### config.mk
export PLATFORM = sky130hd
export DESIGN_NAME = scan_sequencer
export DESIGN_NICKNAME = d
export VERILOG_FILES = /design/src/include/scan_pkg.sv /design/src/include/exposure_if.sv /design/src/rtl/exposure_timer.sv /design/src/rtl/scan_sequencer.sv
export SDC_FILE = /design/constraint.sdc
export NUM_CORES = 1
export LEC_CHECK = 0
export ABC_AREA = 1
export ABC_CLOCK_PERIOD_IN_PS = 2650
export BUFFER_PORTS_ARGS = -buffer_cell sky130_fd_sc_hd__buf_4
export CELL_PAD_IN_SITES_DETAIL_PLACEMENT = 0
export CELL_PAD_IN_SITES_GLOBAL_PLACEMENT = 2
export CORE_UTILIZATION = 33
export DETAILED_ROUTE_END_ITERATION = 10
export GPL_TIMING_DRIVEN = 0
export PLACE_DENSITY = 0.78
export SETUP_SLACK_MARGIN = 0.05
export SLEW_MARGIN = 30
export SYNTH_ARGS = -nofsm -noshare
export SYNTH_HDL_FRONTEND = slang
export SYNTH_SLANG_ARGS = --single-unit
### constraint.sdc
create_clock -name clk -period 2.65 [get_ports clk]
set_clock_uncertainty 0.05 [all_clocks]
set_input_delay 0.53 -clock clk [delete_from_list [all_inputs] [get_ports clk]]
set_output_delay 0.53 -clock clk [all_outputs]
set_load 0.005 [all_outputs]
### src/include/scan_pkg.sv
// Constants and types shared by the scan sequencer files
package scan_pkg;
   // ------------------------------------------------------------
   // Clock and timing
   // ------------------------------------------------------------
   localparam int CLK_PERIOD_PS = 5000;
   localparam int T_SHUTTER_PS = 3000000;
   localparam int T_TRANSFER_PS = 3000000;
   localparam int T_VSHIFT_PS = 1300000;
   localparam int SHUTTER_CYCLES = (T_SHUTTER_PS + CLK_PERIOD_PS - 1) / CLK_PERIOD_PS;
   localparam int TRANSFER_CYCLES = (T_TRANSFER_PS + CLK_PERIOD_PS - 1) / CLK_PERIOD_PS;
   localparam int VSHIFT_CYCLES = (T_VSHIFT_PS + CLK_PERIOD_PS - 1) / CLK_PERIOD_PS;
   localparam int LINE_CYCLES_DEFAULT = 1000;
   // ------------------------------------------------------------
   // Row counts and widths
   // ------------------------------------------------------------
   localparam int ROWS_PROGRESSIVE = 2048;
   localparam int ROWS_INTERLACED = 1037;
   localparam int ROW_W = 12;
   localparam int LINE_W = 16;
   localparam int EXPO_W = 32;
   // ------------------------------------------------------------
   // Readout modes
   // ------------------------------------------------------------
   typedef enum logic [1:0] {
      MODE_PROGRESSIVE = 2'h0,
      MODE_SUMMED = 2'h1,
      MODE_NON_SUMMED = 2'h2,
      MODE_RESERVED = 2'h3
   } scan_mode_t;
endpackage : scan_pkg

### src/include/exposure_if.sv
// Carrier between the sequencer and its exposure timer
`timescale 1ns/1ps
`default_nettype none
interface exposure_if;
   logic arm;
   logic [scan_pkg::EXPO_W-1:0] exposure_cycles;
   logic idle;
   logic shutter;
   logic expired;
   modport timer (input arm, input exposure_cycles, output idle, output shutter, output expired);
   modport seq (output arm, output exposure_cycles, input idle, input shutter, input expired);
endinterface : exposure_if
`default_nettype wire

### src/rtl/exposure_timer.sv
// Shutter pulse and exposure interval timer
`timescale 1ns/1ps
`default_nettype none
module exposure_timer (
   input wire logic clk,
   input wire logic reset,
   exposure_if.timer ctl
);
   typedef enum logic [1:0] {
      T_IDLE = 2'h0,
      T_RUN = 2'h1
   } timer_state_t;

   timer_state_t state;
   timer_state_t next_state;
   logic [scan_pkg::EXPO_W-1:0] count;
   logic [scan_pkg::EXPO_W-1:0] next_count;
   logic [scan_pkg::EXPO_W-1:0] target;
   logic [scan_pkg::EXPO_W-1:0] next_target;
   logic shutter;
   logic next_shutter;

   localparam logic [scan_pkg::EXPO_W-1:0] SHUT_LEN = scan_pkg::EXPO_W'(scan_pkg::SHUTTER_CYCLES);

   // ------------------------------------------------------------
   // Next state
   // ------------------------------------------------------------
   always_comb begin
      next_state = state;
      next_count = count;
      next_target = target;
      next_shutter = 1'b0;
      unique case (state)
         T_IDLE: begin
            if (ctl.arm) begin
               next_state = T_RUN;
               next_count = '0;
               next_shutter = 1'b1;
               // Exposure never shorter than the shutter pulse plus one cycle
               next_target = (ctl.exposure_cycles > SHUT_LEN) ? ctl.exposure_cycles : SHUT_LEN + 1'b1;
            end
         end
         T_RUN: begin
            next_count = count + 1'b1;
            next_shutter = (count + 1'b1) < SHUT_LEN;
            if (count == target - 1'b1) begin
               next_state = T_IDLE;
            end
         end
      endcase
   end

   always_ff @(posedge clk) begin
      if (reset) begin
         state <= T_IDLE;
         count <= '0;
         target <= '0;
         shutter <= 1'b0;
      end else begin
         state <= next_state;
         count <= next_count;
         target <= next_target;
         shutter <= next_shutter;
      end
   end

   assign ctl.idle = (state == T_IDLE);
   assign ctl.shutter = shutter;
   // Fires one cycle before the transfer edge is due
   assign ctl.expired = (state == T_RUN) && (count == target - 1'b1);
endmodule : exposure_timer
`default_nettype wire

### src/rtl/scan_sequencer.sv
// Readout-mode and exposure sequencer driving an interline sensor
`timescale 1ns/1ps
`default_nettype none
module scan_sequencer #(
   parameter int LINE_CYCLES = scan_pkg::LINE_CYCLES_DEFAULT,
   parameter int ROWS_PROG = scan_pkg::ROWS_PROGRESSIVE,
   parameter int ROWS_INTL = scan_pkg::ROWS_INTERLACED
) (
   input wire logic clk,
   input wire logic reset,
   input wire logic start,
   input wire logic [1:0] scan_mode,
   input wire logic field_odd,
   input wire logic [scan_pkg::EXPO_W-1:0] exposure_cycles,
   output logic start_ready,
   output logic shutter_pulse_clock,
   output logic vertical_phase_two,
   output logic transfer_even_rows,
   output logic transfer_odd_rows,
   output logic sum_pair_offset,
   output logic vertical_shift,
   output logic [scan_pkg::ROW_W-1:0] row_index,
   output logic readout_busy,
   output logic field_done,
   output logic overrun
);
   typedef enum logic [1:0] {
      S_IDLE = 2'h0,
      S_WAIT = 2'h1,
      S_XFER = 2'h2,
      S_READ = 2'h3
   } seq_state_t;

   localparam logic [scan_pkg::LINE_W-1:0] XFER_LAST = scan_pkg::LINE_W'(scan_pkg::TRANSFER_CYCLES - 1);
   localparam logic [scan_pkg::LINE_W-1:0] LINE_LAST = scan_pkg::LINE_W'(LINE_CYCLES - 1);
   localparam logic [scan_pkg::LINE_W-1:0] VSHIFT_LEN = scan_pkg::LINE_W'(scan_pkg::VSHIFT_CYCLES);
   localparam logic [scan_pkg::ROW_W-1:0] ROWS_PROG_LAST = scan_pkg::ROW_W'(ROWS_PROG - 1);
   localparam logic [scan_pkg::ROW_W-1:0] ROWS_INTL_LAST = scan_pkg::ROW_W'(ROWS_INTL - 1);

   exposure_if expo ();

   exposure_timer u_timer (
      .clk(clk),
      .reset(reset),
      .ctl(expo.timer)
   );

   seq_state_t state;
   seq_state_t next_state;
   logic [scan_pkg::LINE_W-1:0] tick;
   logic [scan_pkg::LINE_W-1:0] next_tick;
   logic [scan_pkg::ROW_W-1:0] row;
   logic [scan_pkg::ROW_W-1:0] next_row;
   logic [scan_pkg::ROW_W-1:0] row_last;
   logic [scan_pkg::ROW_W-1:0] next_row_last;
   scan_pkg::scan_mode_t mode;
   scan_pkg::scan_mode_t next_mode;
   logic odd;
   logic next_odd;
   logic pending;
   logic next_pending;
   logic v2;
   logic next_v2;
   logic even_sel;
   logic next_even_sel;
   logic odd_sel;
   logic next_odd_sel;
   logic pair_off;
   logic next_pair_off;
   logic vshift;
   logic next_vshift;
   logic done;
   logic next_done;
   logic late;
   logic next_late;
   logic accept;

   // ------------------------------------------------------------
   // Start handshake
   // ------------------------------------------------------------
   // A new exposure may begin during readout of the previous field
   assign start_ready = expo.idle && !pending && (state == S_IDLE || state == S_READ);
   assign accept = start && start_ready;
   assign expo.arm = accept;
   assign expo.exposure_cycles = exposure_cycles;

   // ------------------------------------------------------------
   // Sequencer next state
   // ------------------------------------------------------------
   always_comb begin
      next_state = state;
      next_tick = tick;
      next_row = row;
      next_row_last = row_last;
      next_mode = mode;
      next_odd = odd;
      next_pending = pending;
      next_v2 = 1'b0;
      next_even_sel = even_sel;
      next_odd_sel = odd_sel;
      next_pair_off = pair_off;
      next_vshift = 1'b0;
      next_done = 1'b0;
      next_late = 1'b0;
      if (accept) begin
         // Mode and field are captured with the exposure they belong to
         next_mode = (scan_mode == 2'h3) ? scan_pkg::MODE_PROGRESSIVE : scan_pkg::scan_mode_t'(scan_mode);
         next_odd = field_odd;
      end
      unique case (state)
         S_IDLE: begin
            if (accept) begin
               next_state = S_WAIT;
            end
         end
         S_WAIT: begin
            // A late transfer launches as soon as the readout has ended
            if (expo.expired || pending) begin
               next_state = S_XFER;
               next_pending = 1'b0;
               next_tick = '0;
               next_v2 = 1'b1;
               unique case (mode)
                  scan_pkg::MODE_SUMMED: begin
                     next_even_sel = 1'b1;
                     next_odd_sel = 1'b1;
                     next_pair_off = odd;
                     next_row_last = ROWS_INTL_LAST;
                  end
                  scan_pkg::MODE_NON_SUMMED: begin
                     next_even_sel = !odd;
                     next_odd_sel = odd;
                     next_pair_off = 1'b0;
                     next_row_last = ROWS_INTL_LAST;
                  end
                  default: begin
                     next_even_sel = 1'b1;
                     next_odd_sel = 1'b1;
                     next_pair_off = 1'b0;
                     next_row_last = ROWS_PROG_LAST;
                  end
               endcase
            end
         end
         S_XFER: begin
            next_tick = tick + 1'b1;
            next_v2 = (tick != XFER_LAST);
            if (tick == XFER_LAST) begin
               next_state = S_READ;
               next_tick = '0;
               next_row = '0;
               next_vshift = 1'b1;
            end
         end
         S_READ: begin
            next_tick = tick + 1'b1;
            next_vshift = (tick + 1'b1) < VSHIFT_LEN;
            if (expo.expired) begin
               // Exposure ran out before the register emptied: transfer is late
               next_pending = 1'b1;
               next_late = 1'b1;
            end
            if (tick == LINE_LAST) begin
               next_tick = '0;
               next_vshift = 1'b1;
               next_row = row + 1'b1;
               if (row == row_last) begin
                  next_vshift = 1'b0;
                  next_done = 1'b1;
                  if (pending || expo.expired) begin
                     // Timer expires now or expired earlier in the readout: keep the late flag for the wait state
                     next_state = S_WAIT;
                     next_pending = 1'b1;
                  end else if (!expo.idle || accept) begin
                     next_state = S_WAIT;
                  end else begin
                     next_state = S_IDLE;
                  end
               end
            end else if (accept) begin
               next_pending = 1'b0;
            end
         end
      endcase
   end

   always_ff @(posedge clk) begin
      if (reset) begin
         state <= S_IDLE;
         tick <= '0;
         row <= '0;
         row_last <= '0;
         mode <= scan_pkg::MODE_PROGRESSIVE;
         odd <= 1'b0;
         pending <= 1'b0;
         v2 <= 1'b0;
         even_sel <= 1'b0;
         odd_sel <= 1'b0;
         pair_off <= 1'b0;
         vshift <= 1'b0;
         done <= 1'b0;
         late <= 1'b0;
      end else begin
         state <= next_state;
         tick <= next_tick;
         row <= next_row;
         row_last <= next_row_last;
         mode <= next_mode;
         odd <= next_odd;
         pending <= next_pending;
         v2 <= next_v2;
         even_sel <= next_even_sel;
         odd_sel <= next_odd_sel;
         pair_off <= next_pair_off;
         vshift <= next_vshift;
         done <= next_done;
         late <= next_late;
      end
   end

   // ------------------------------------------------------------
   // Outputs
   // ------------------------------------------------------------
   assign shutter_pulse_clock = expo.shutter;
   assign vertical_phase_two = v2;
   assign transfer_even_rows = even_sel;
   assign transfer_odd_rows = odd_sel;
   assign sum_pair_offset = pair_off;
   assign vertical_shift = vshift;
   assign row_index = row;
   assign readout_busy = (state == S_READ);
   assign field_done = done;
   assign overrun = late;
endmodule : scan_sequencer
`default_nettype wire

==> results of run 1 <==
[worst reg2reg max path, delay by kind of cell, from the launching register on]
kind	cells	cell delay [ns]
DFF	1	0.50
and+or+nand+nor	9	1.55
AOI/OAI and AO/OA	1	0.17
xor gates and xnor gates	1	0.19
[layout make-up]
class,count,area (sq um)
fill,2450,13000
multi-input combinational,908,4710
sequential,109,2200
inverter,154,586
timing repair buffer,73,583
tap,280,350
clock buffer,10,229
buffer,34,166
clock inverter,6,118
[routing by layer]
metal	vias up	global-route usage
met5	-	0
met4	0	0.0515
met3	14	0.0251
met2	82	0.396
met1	3472	0.261
li1	4006	-
[worst max path at each step]
stage / startpoint / slack (ns) / end
6_report: u_timer.count[18]$_SDFFE_PP0P_ / 0.14 / u_timer.ctl.shutter$_SDFF_PP0_
5_1_grt: u_timer.count[18]$_SDFFE_PP0P_ / 0.01 / u_timer.ctl.shutter$_SDFF_PP0_
4_1_cts: state[0]$_SDFFE_PP0P_ / 0.05 / u_timer.target[27]$_SDFFE_PP0P_
3_5_place_dp: u_timer.count[0]$_SDFFE_PP0P_ / -0.19 / u_timer.ctl.shutter$_SDFF_PP0_
3_3_place_gp: u_timer.count[0]$_SDFFE_PP0P_ / -0.21 / u_timer.ctl.shutter$_SDFF_PP0_
2_1_floorplan: u_timer.count[0]$_SDFFE_PP0P_ / 0.51 / u_timer.ctl.shutter$_SDFF_PP0_
[power by group]
part	internal [mW]	leakage, nW	switching, mW
Combinational	1.25	2.81	2.27
Sequential	1.89	0.891	0.316
Clock	0.936	0.165	0.675
Total	4.08	3.87	3.26
[sequential cells by signal, indices dropped and copies added (netlist names), 2 cells and up]
name and cells:
state 2, mode 2, row_index 12, tick 16, u_timer.count 32, u_timer.target 32
row_last 2
[metrics by stage]
stage	utilization	cells	worst slack [ns]	hold WS, ns
final	0.407	1574	0.143	0.346
after detailed placement	0.374	1543	-0.189	0.426
after floorplan	-	1205	0.506	0.401
after global placement	0.374	1543	-0.213	0.422
after global routing	0.407	1574	0.0148	0.353
after CTS	0.391	1559	0.0506	0.338
[cell usage in the layout (no fill, tap or decap), drive strengths merged, types with 20 or more instances in the layout]
cell type  synthesis  layout
buf                8      78
dfxtp            109     109
nand3             80      80
nor2             170     170
clkbuf            26      39
nand2            356     356
inv              152     154
nor3              34      34
xor2              50      50
o21ai             30      30
nand4             20      20
a21oi             75      75
[timing repair]
item	in CTS	in global routing
cloned	0	2
hold endpoints to repair	0	0
setup buffers	0	13
setup endpoints to repair	47	75
resized for setup	12	62
pin swaps	0	15
[cells by family (layout without fill, tap and decap cells)]
logic type | after synthesis | after routing | share of synthesized area
simple gates | 696 | 696 | 0.411
xor+xnor | 63 | 63 | 0.0744
compound gates | 139 | 139 | 0.105
buf+inv | 188 | 277 | 0.0985
flops | 109 | 109 | 0.294
fa+ha+maj | 10 | 10 | 0.0169
==> results.sh, run 1 <==
export IMPL_outcome="finished, violations left"
export IMPL_failed_checks="design-rule violations"
export IMPL_wl_per_cell_um=15.5
export IMPL_required_ns=2.89
export IMPL_antenna_found_initial=0
export IMPL_power_density_mw_per_mm2=820
export IMPL_drt_iter0_drc=323
export IMPL_cts_max_level=3
export IMPL_synthCells=1205
export IMPL_crit_path_end_kind="flop"
export IMPL_seq_area_frac_synth=0.294
export IMPL_wl_met3_um=530
export IMPL_drt_first_pass_iters=7
export IMPL_antenna_left=0
export IMPL_synthTopCellsByArea="dfxtp_1 29%, nand2_1 18%, nor2_1 7.7%"
export IMPL_synth_common_cells="348 x nand2_1, 152 x nor2_1, 148 x inv_1"
export IMPL_ys_warn_count=0
export IMPL_syn_area_sq_mm=0.00742
export IMPL_placed_cell_area_sq_mm=0.00820
export IMPL_ir_worst_vdd_mv=0.387
export IMPL_hold_depth=3
export IMPL_highest_layer="met4"
export IMPL_cp_max_fo=6
export IMPL_timing_rr_start="u_timer.count[18]$_SDFFE_PP0P_"
export IMPL_maxCapViolations=0
export IMPL_crit_slowest_cell="dfxtp_1"
export IMPL_path_delay_family="simple AND/OR/NAND/NOR gates"
export IMPL_yosysMostFrequentCell="nand2_1"
export IMPL_cp_depth=11
export IMPL_grt_ovfl_total=0
export IMPL_grt_pass1_wl_mm=38.7
export IMPL_routed_via_density=4.81
export IMPL_clockRootBuffer="clkbuf_16"
export IMPL_slew_viol_final=0
export IMPL_critPathBufInv=0
export IMPL_num_io_pins=60
export IMPL_rsz0062_at_grt="yes"
export IMPL_cts_sinks=109
export IMPL_synth_top_area_frac=0.294
export IMPL_syn_avg_cell_area_sq_um=6.16
export IMPL_tns_ns=0
export IMPL_crit_path_cell_trace="nand2_1 -> nor3_1 -> nand2_1 -> nor3_1 -> xnor2_1 -> nand2_1 -> nor3_1 -> nand2_1 -> nor2_2 -> nand3_2 -> a21oi_2"
export IMPL_coreArea_sq_mm=0.0220
export IMPL_clk_path_buf_depth=2
export IMPL_synthToLayoutAreaGrowth_pct=20.6
export IMPL_fin_crit_sh=0.946
export IMPL_synth_edf_count=0
export IMPL_design_area_sq_mm=0.00894
export IMPL_path_class="reg2reg"
export IMPL_reg2reg_depth=11
export IMPL_worstHoldStart="exposure_cycles[4]"
export IMPL_clkTransAtPathRegs_ns=0.08
export IMPL_min_period_ns=2.51
export IMPL_wl_met2_mm=12.5
export IMPL_critPathMaxStageDelay_ns=0.50
export IMPL_dieArea_sq_mm=0.0231
export IMPL_grt_pass1_vias=7390
export IMPL_vias=7574
export IMPL_dp_hpwl_mm=19.6
export IMPL_num_antenna_cells=0
export IMPL_finalSetupViolations=0
export IMPL_synth_main_ff_cell="dfxtp_1"
export IMPL_routabilityCongestion=0.859
export IMPL_hold_class="in2reg"
export IMPL_synth_seq_cells=109
export IMPL_rrSetupSlack_ns=0.14
export IMPL_hold_viol_final=0
export IMPL_fp_dieW_um=152
export IMPL_synth_top_area_cell="dfxtp_1"
export IMPL_grt_use_total=0.214
export IMPL_r2r_end="u_timer.ctl.shutter$_SDFF_PP0_"
export IMPL_yosys_cell_types_count=43
export IMPL_initial_core_util=0.338
export IMPL_cts_buffers=9
export IMPL_slew_headroom=0.508
export IMPL_max_freq_mhz=399
export IMPL_p_leak_nw=3.87
export IMPL_drc_errors=4
export IMPL_crit_path_frequent_cell="nand2_1"
export IMPL_grt_max_degree=19
export IMPL_power_total_mw=7.34
export IMPL_nNetsFinal=1337
export IMPL_drt_total_wl_mm=24.4
export IMPL_async_reset_ff_frac=0
export IMPL_synth_fp_nets=1253
export IMPL_floorplan_rows=54
export IMPL_start_kind="flop"
export IMPL_ctsHoldBuffers=0
export IMPL_port_buffers=58
export IMPL_drt_met1_wl_mm=11.1
export IMPL_drive_gt1_frac=0.145
export IMPL_tightestPinTransition_ns=0.738
export IMPL_dieHeight_um=152
export IMPL_hold_path_endpoint="u_timer.target[4]$_SDFFE_PP0P_"
export IMPL_clk_latency_ns=0.36
export IMPL_cp_arrival_ns=2.75
export IMPL_cts_tree="done"
Power figures use the tool's default switching activity.
==> inputs of run 2 (changes only) <==
--- a/config.mk
+++ b/config.mk
@@ -13,5 +13,4 @@
 export CORE_UTILIZATION = 33
 export DETAILED_ROUTE_END_ITERATION = 10
-export GPL_TIMING_DRIVEN = 0
 export PLACE_DENSITY = 0.78
 export SETUP_SLACK_MARGIN = 0.05
==> constraint.sdc (replaced) <==
create_clock -name clk -period 2.65 [get_ports clk]
set_clock_uncertainty 0.05 [all_clocks]
set_input_delay 0.795 -clock clk [delete_from_list [all_inputs] [get_ports clk]]
set_output_delay 0.795 -clock clk [all_outputs]
set_load 0.005 [all_outputs]
==> run 2 against run 1 <==
Compared with the run above:
- the flow still finishes with violations (design-rule violations)
- worst hold slack improved by 0.086 ns
- total power shrank 6.2%
- combinational power shrank 8.0%
- register-to-register slack better by 0.097 ns
- largest power group unchanged
- highest routed layer unchanged
==> results.sh, run 2 (same netlist as run 1, synthesis figures left out) <==
export IMPL_outcome="finished, violations left"
export IMPL_failed_checks="design-rule violations"
export IMPL_port_buffers=59
export IMPL_met2_usage=0.377
export IMPL_antenna_found_initial=0
export IMPL_final_common_cell="nand2_1"
export IMPL_reg2reg_depth=12
export IMPL_maxCapViolations=0
export IMPL_dieArea_sq_mm=0.0231
export IMPL_timing_rr_start="u_timer.count[9]$_SDFFE_PP0P_"
export IMPL_clockRootBuffer="clkbuf_16"
export IMPL_drc_errors=4
export IMPL_required_ns=1.81
export IMPL_hold_viol_final=0
export IMPL_tns_ns=0
export IMPL_cp_max_fo=4
export IMPL_nFillCells=2439
export IMPL_antenna_left=0
export IMPL_wl_per_cell_um=14.5
export IMPL_grt_max_degree=51
export IMPL_slew_headroom=0.558
export IMPL_power_density_mw_per_mm2=783
export IMPL_routed_via_density=4.79
export IMPL_crit_slowest_cell="dfxtp_1"
export IMPL_rsz0062_at_grt="no"
export IMPL_cts_tree="done"
export IMPL_cp_depth=4
export IMPL_hold_class="reg2reg"
export IMPL_grt_use_total=0.201
export IMPL_p_leak_nw=3.89
export IMPL_grt_met3_usage=0.0365
export IMPL_hold_depth=2
export IMPL_mostFrequentLayoutCells="345 x nand2_1, 148 x inv_1, 146 x nor2_1"
export IMPL_cts_buffers=9
export IMPL_max_freq_mhz=410
export IMPL_drive_gt1_frac=0.139
export IMPL_finalSetupViolations=0
export IMPL_postLayoutCoreUtil=0.400
export IMPL_critPathMaxStageDelay_ns=0.39
export IMPL_grt_ovfl_total=0
export IMPL_clk_latency_ns=0.36
export IMPL_cts_sinks=109
export IMPL_worstHoldStart="tick[1]$_SDFFE_PP0P_"
export IMPL_critPathBufInv=2
export IMPL_nNetsFinal=1330
export IMPL_grt_pass1_wl_mm=37.2
export IMPL_gr_max_usage_layer="met2"
export IMPL_ir_worst_vdd_mv=0.437
export IMPL_slew_viol_final=0
export IMPL_min_period_ns=2.44
export IMPL_tightestPinTransition_ns=0.658
export IMPL_path_delay_family="flip-flops"
export IMPL_start_kind="flop"
export IMPL_dpl_worst_slack_ns=0.0124
export IMPL_crit_end="start_ready"
export IMPL_num_io_pins=60
export IMPL_synthToLayoutAreaGrowth_pct=18.5
export IMPL_crit_start="state[0]$_SDFFE_PP0P_"
export IMPL_crit_path_cell_trace="inv_1 -> ha_1 -> nor3_2 -> buf_4"
export IMPL_met1_usage=0.239
export IMPL_cts_max_level=3
export IMPL_coreArea_sq_mm=0.0220
export IMPL_cp_arrival_ns=1.59
export IMPL_crit_path_end_kind="output pin"
export IMPL_clkTransAtPathRegs_ns=0.07
export IMPL_dp_hpwl_mm=17.8
export IMPL_num_antenna_cells=0
export IMPL_rrSetupSlack_ns=0.24
export IMPL_path_class="reg2out"
export IMPL_clk_path_buf_depth=2
export IMPL_top_regs="u_timer.count x32, u_timer.target x32, tick x16"
export IMPL_grt_pass1_vias=7337
export IMPL_drt_total_wl_mm=22.8
export IMPL_r2r_end="u_timer.ctl.shutter$_SDFF_PP0_"
export IMPL_floorplan_rows=54
export IMPL_fp_dieW_um=152
export IMPL_fin_crit_sh=0.920
export IMPL_routabilityCongestion=0.833
export IMPL_dieHeight_um=152
export IMPL_vias=7502
export IMPL_initial_core_util=0.338
export IMPL_drt_iter0_drc=381
export IMPL_setup_ws_ns=0.211
export IMPL_drt_first_pass_iters=8
export IMPL_ctsHoldBuffers=0
[run 2: changes by cell type in the layout (fill, tap and decap cells not counted), moves of 3 or more]
cell,change
buf_4,+27
clkbuf_1,-22
clkbuf_2,-5
dfxtp_1,+4
dfxtp_4,-3
inv_4,-3
nand2_1,+5
nand2_2,-5
nor2_1,+6
nor2_4,-4
[run 2: cell type report]
cell class	count	area, sq um	share of cell area
multi-input combinational	909	4610	0.525
sequential	109	2190	0.249
inverter	154	578	0.0658
clock inverter	5	66.3	0.00754
clock buffer	11	243	0.0276
tap	280	350	0.0399
timing repair buffer	99	756	0.0860
[run 2: worst min path at each step]
| stage | end |
|---|---|
| 2_1_floorplan | mode[1]$_SDFFE_PP0P_ |
| 3_3_place_gp | mode[1]$_SDFFE_PP0P_ |
| 3_5_place_dp | tick[1]$_SDFFE_PP0P_ |
| 4_1_cts | tick[1]$_SDFFE_PP0P_ |
| 5_1_grt | tick[1]$_SDFFE_PP0P_ |
| 6_report | tick[1]$_SDFFE_PP0P_ |
[run 2: layer usage]
layer / vias up / part of all wire
met3: 12 / 0.027
met5: - / 0
li1: 3991 / -
met4: 0 / 0.0096
met2: 91 / 0.51
met1: 3408 / 0.45
[run 2: what timing repair did]
item | 4_1_cts | 5_1_grt
buffers inserted | 0 | 3
setup endpoints to repair | 0 | 29
gates resized for setup | 0 | 24
[run 2: power by group]
part           internal, mW  total, mW  switching (mW)  leakage [nW]
combinational          1.12       3.24            2.12          2.86
clock                 0.773       1.45           0.674         0.148
sequential             1.89       2.20           0.310         0.888
total                  3.78       6.88            3.10          3.89
[run 2: worst min-delay path, delay by kind of cell, from the launching register on]
kind	cells	cell delay, ns
and+or+nand+nor	1	0.06
AOI/OAI and AO/OA	1	0.05
DFF	1	0.33
[run 2: through the flow]
stage               cells  cell area (sq um)  hold WS (ns)  power (mW)
global placement     1547               8350         0.419        5.35
detailed placement   1547               8350         0.425        5.33
finish               1567               8790         0.432        6.88
global route         1567               8790         0.456        7.52
CTS                  1563               8660         0.437        6.81
floorplan            1205               7420         0.401        4.44
==> inputs of run 3 (changes only) <==
ABC_CLOCK_PERIOD_IN_PS = 2710   (was 2650)
clock period = 2.71 ns   (was 2.65 ns; I/O delays follow)
==> run 3 against run 2 <==
Compared with the run above:
- the flow still finishes with violations (design-rule violations)
- core utilization shrank 0.68 points
- via count shrank 0.61%
- first-iteration DRC count shrank 20%
- sequential share of layout area grew 0.53 points
- worst hold slack gained 0.0047 ns
- total power shrank 3.6%
- global-route usage grew 0.28 points
- critical path depth is the same
- critical endpoint unchanged
==> results.sh, run 3 (same netlist as run 1, synthesis figures left out) <==
export IMPL_reg2reg_depth=18
export IMPL_initial_core_util=0.338
export IMPL_antenna_left=0
export IMPL_mostFrequentLayoutCells="345 x nand2_1, 148 x inv_1, 146 x nor2_1"
export IMPL_max_freq_mhz=387
export IMPL_port_buffers=59
export IMPL_setup_ws_ns=0.125
export IMPL_dieHeight_um=152
export IMPL_dieArea_sq_mm=0.0231
export IMPL_finalSetupViolations=0
export IMPL_outcome="finished, violations left"
export IMPL_cp_max_fo=4
export IMPL_cts_sinks=109
export IMPL_ir_worst_vdd_mv=0.340
export IMPL_num_antenna_cells=0
export IMPL_tightestPinTransition_ns=0.626
export IMPL_clkTransAtPathRegs_ns=0.08
export IMPL_vias=7456
export IMPL_rsz0062_at_grt="no"
export IMPL_grt_ovfl_total=0
export IMPL_routed_via_density=4.82
export IMPL_slew_viol_final=0
export IMPL_hold_class="reg2reg"
export IMPL_drt_iter0_drc=304
export IMPL_clkPwrFrac=0.201
export IMPL_path_delay_family="flip-flops"
export IMPL_postLayoutCoreUtil=0.393
export IMPL_crit_path_end_kind="output pin"
export IMPL_dp_hpwl_mm=17.8
export IMPL_crit_path_cell_trace="inv_1 -> ha_1 -> nor3_1 -> buf_4"
export IMPL_top_regs="u_timer.count x32, u_timer.target x32, tick x16"
export IMPL_num_io_pins=60
export IMPL_power_switching_mw=3.08
export IMPL_cts_buffers=9
export IMPL_cts_max_level=3
export IMPL_drc_errors=4
export IMPL_final_common_cell="nand2_1"
export IMPL_nNetsFinal=1309
export IMPL_synthToLayoutAreaGrowth_pct=16.5
export IMPL_grt_use_total=0.204
export IMPL_clockRootBuffer="clkbuf_16"
export IMPL_p_int_mw=3.56
export IMPL_required_ns=1.85
export IMPL_critPathMaxStageDelay_ns=0.40
export IMPL_critPathBufInv=2
export IMPL_fp_dieW_um=152
export IMPL_antenna_found_initial=0
export IMPL_hold_depth=2
export IMPL_clk_latency_ns=0.36
export IMPL_drt_first_pass_iters=8
export IMPL_cp_depth=4
export IMPL_routabilityCongestion=0.833
export IMPL_drt_total_wl_mm=23.2
export IMPL_nFillCells=2481
export IMPL_min_period_ns=2.58
export IMPL_grt_pass1_wl_mm=37.8
export IMPL_failed_checks="design-rule violations"
export IMPL_floorplan_rows=54
export IMPL_cp_arrival_ns=1.72
export IMPL_power_density_mw_per_mm2=768
export IMPL_coreArea_sq_mm=0.0220
export IMPL_dpl_worst_slack_ns=0.0181
export IMPL_slew_headroom=0.580
export IMPL_swShare=0.463
export IMPL_pwr_share_comb=0.472
export IMPL_path_class="reg2out"
export IMPL_grt_max_degree=81
export IMPL_p_leak_nw=3.77
export IMPL_pwr_share_seq=0.327
export IMPL_hold_viol_final=0
export IMPL_start_kind="flop"
export IMPL_crit_slowest_cell="dfxtp_1"
export IMPL_clk_path_buf_depth=2
export IMPL_grt_pass1_vias=7390
export IMPL_maxCapViolations=0
export IMPL_drive_gt1_frac=0.131
export IMPL_tns_ns=0
export IMPL_fin_crit_sh=0.954
export IMPL_wl_per_cell_um=15.0
export IMPL_cts_tree="done"
## run 3: what timing repair did
action | CTS | global route
endpoints found under the setup margin | 1 | 26
pin swaps | 0 | 6
endpoints found under the hold margin | 0 | 0
cloned | 0 | 2
hold buffers | 0 | 0
setup buffers | 0 | 3
resized for setup | 1 | 29
## run 3: per-stage QoR
| step | hold WS [ns] | instance area, sq um | power (mW) | instances |
|---|---|---|---|---|
| 5_1_grt | 0.465 | 8640 | 7.24 | 1546 |
| 3_5_place_dp | 0.425 | 8200 | 5.20 | 1525 |
| 3_3_place_gp | 0.422 | 8200 | 5.24 | 1525 |
| 6_report | 0.437 | 8640 | 6.64 | 1546 |
| 4_1_cts | 0.444 | 8490 | 6.58 | 1541 |
| 2_1_floorplan | 0.401 | 7420 | 4.35 | 1205 |
## run 3: layout make-up
cell class              instances  area, sq um  share of cell area
clock buffers                   9          225              0.0261
repair buffers                 77          603              0.0698
inverters                     154          578              0.0669
multi-input cells             910         4620               0.535
clock inverters                 7         68.8             0.00797
well taps                     280          350              0.0406
flip-flops and latches        109         2190               0.254
## run 3: path summary, 6_finish.rpt
path	from	to	slack (ns)
min reg2reg	transfer_even_rows$_SDFFE_PP0P_	transfer_even_rows$_SDFFE_PP0P_	0.44
max	state[0]$_SDFFE_PP0P_	start_ready	0.13
max reg2reg	u_timer.target[1]$_SDFFE_PP0P_	tick[9]$_SDFFE_PP0P_	0.27
min	transfer_even_rows$_SDFFE_PP0P_	transfer_even_rows$_SDFFE_PP0P_	0.44
## run 3: worst reg2reg max path, cell delays in order, from the launching register on
cell	delay, ns
dfxtp_2	0.34
inv_1	0.06
ha_2	0.23
nand2_4	0.10
nor2_2	0.10
nand2_1	0.15
clkinv_1	0.10
nand3_1	0.06
nand2_1	0.10
nand2_1	0.06
inv_1	0.04
nand2_1	0.05
nor2_2	0.16
nand3_4	0.17
buf_4	0.19
nand3_2	0.14
nand3_1	0.09
nand2_1	0.09
nor2_1	0.04
## run 3: routing by layer
metal	routed length, um	track usage	share of wire	up-vias
met5	0	0	0	-
met4	365	0.0588	0.016	0
met3	518	0.0254	0.022	19
met2	11900	0.377	0.51	91
met1	10400	0.246	0.45	3401
li1	-	-	-	3945
## run 3: power groups by stage
stage	clock, mW	sequential (mW)	combinational [mW]
6_report	1.34	2.17	3.13
5_1_grt	1.45	2.21	3.58
4_1_cts	1.40	2.16	3.03
3_5_place_dp	0	2.19	3.02
3_3_place_gp	0	2.20	3.04
2_1_floorplan	0	2.08	2.27
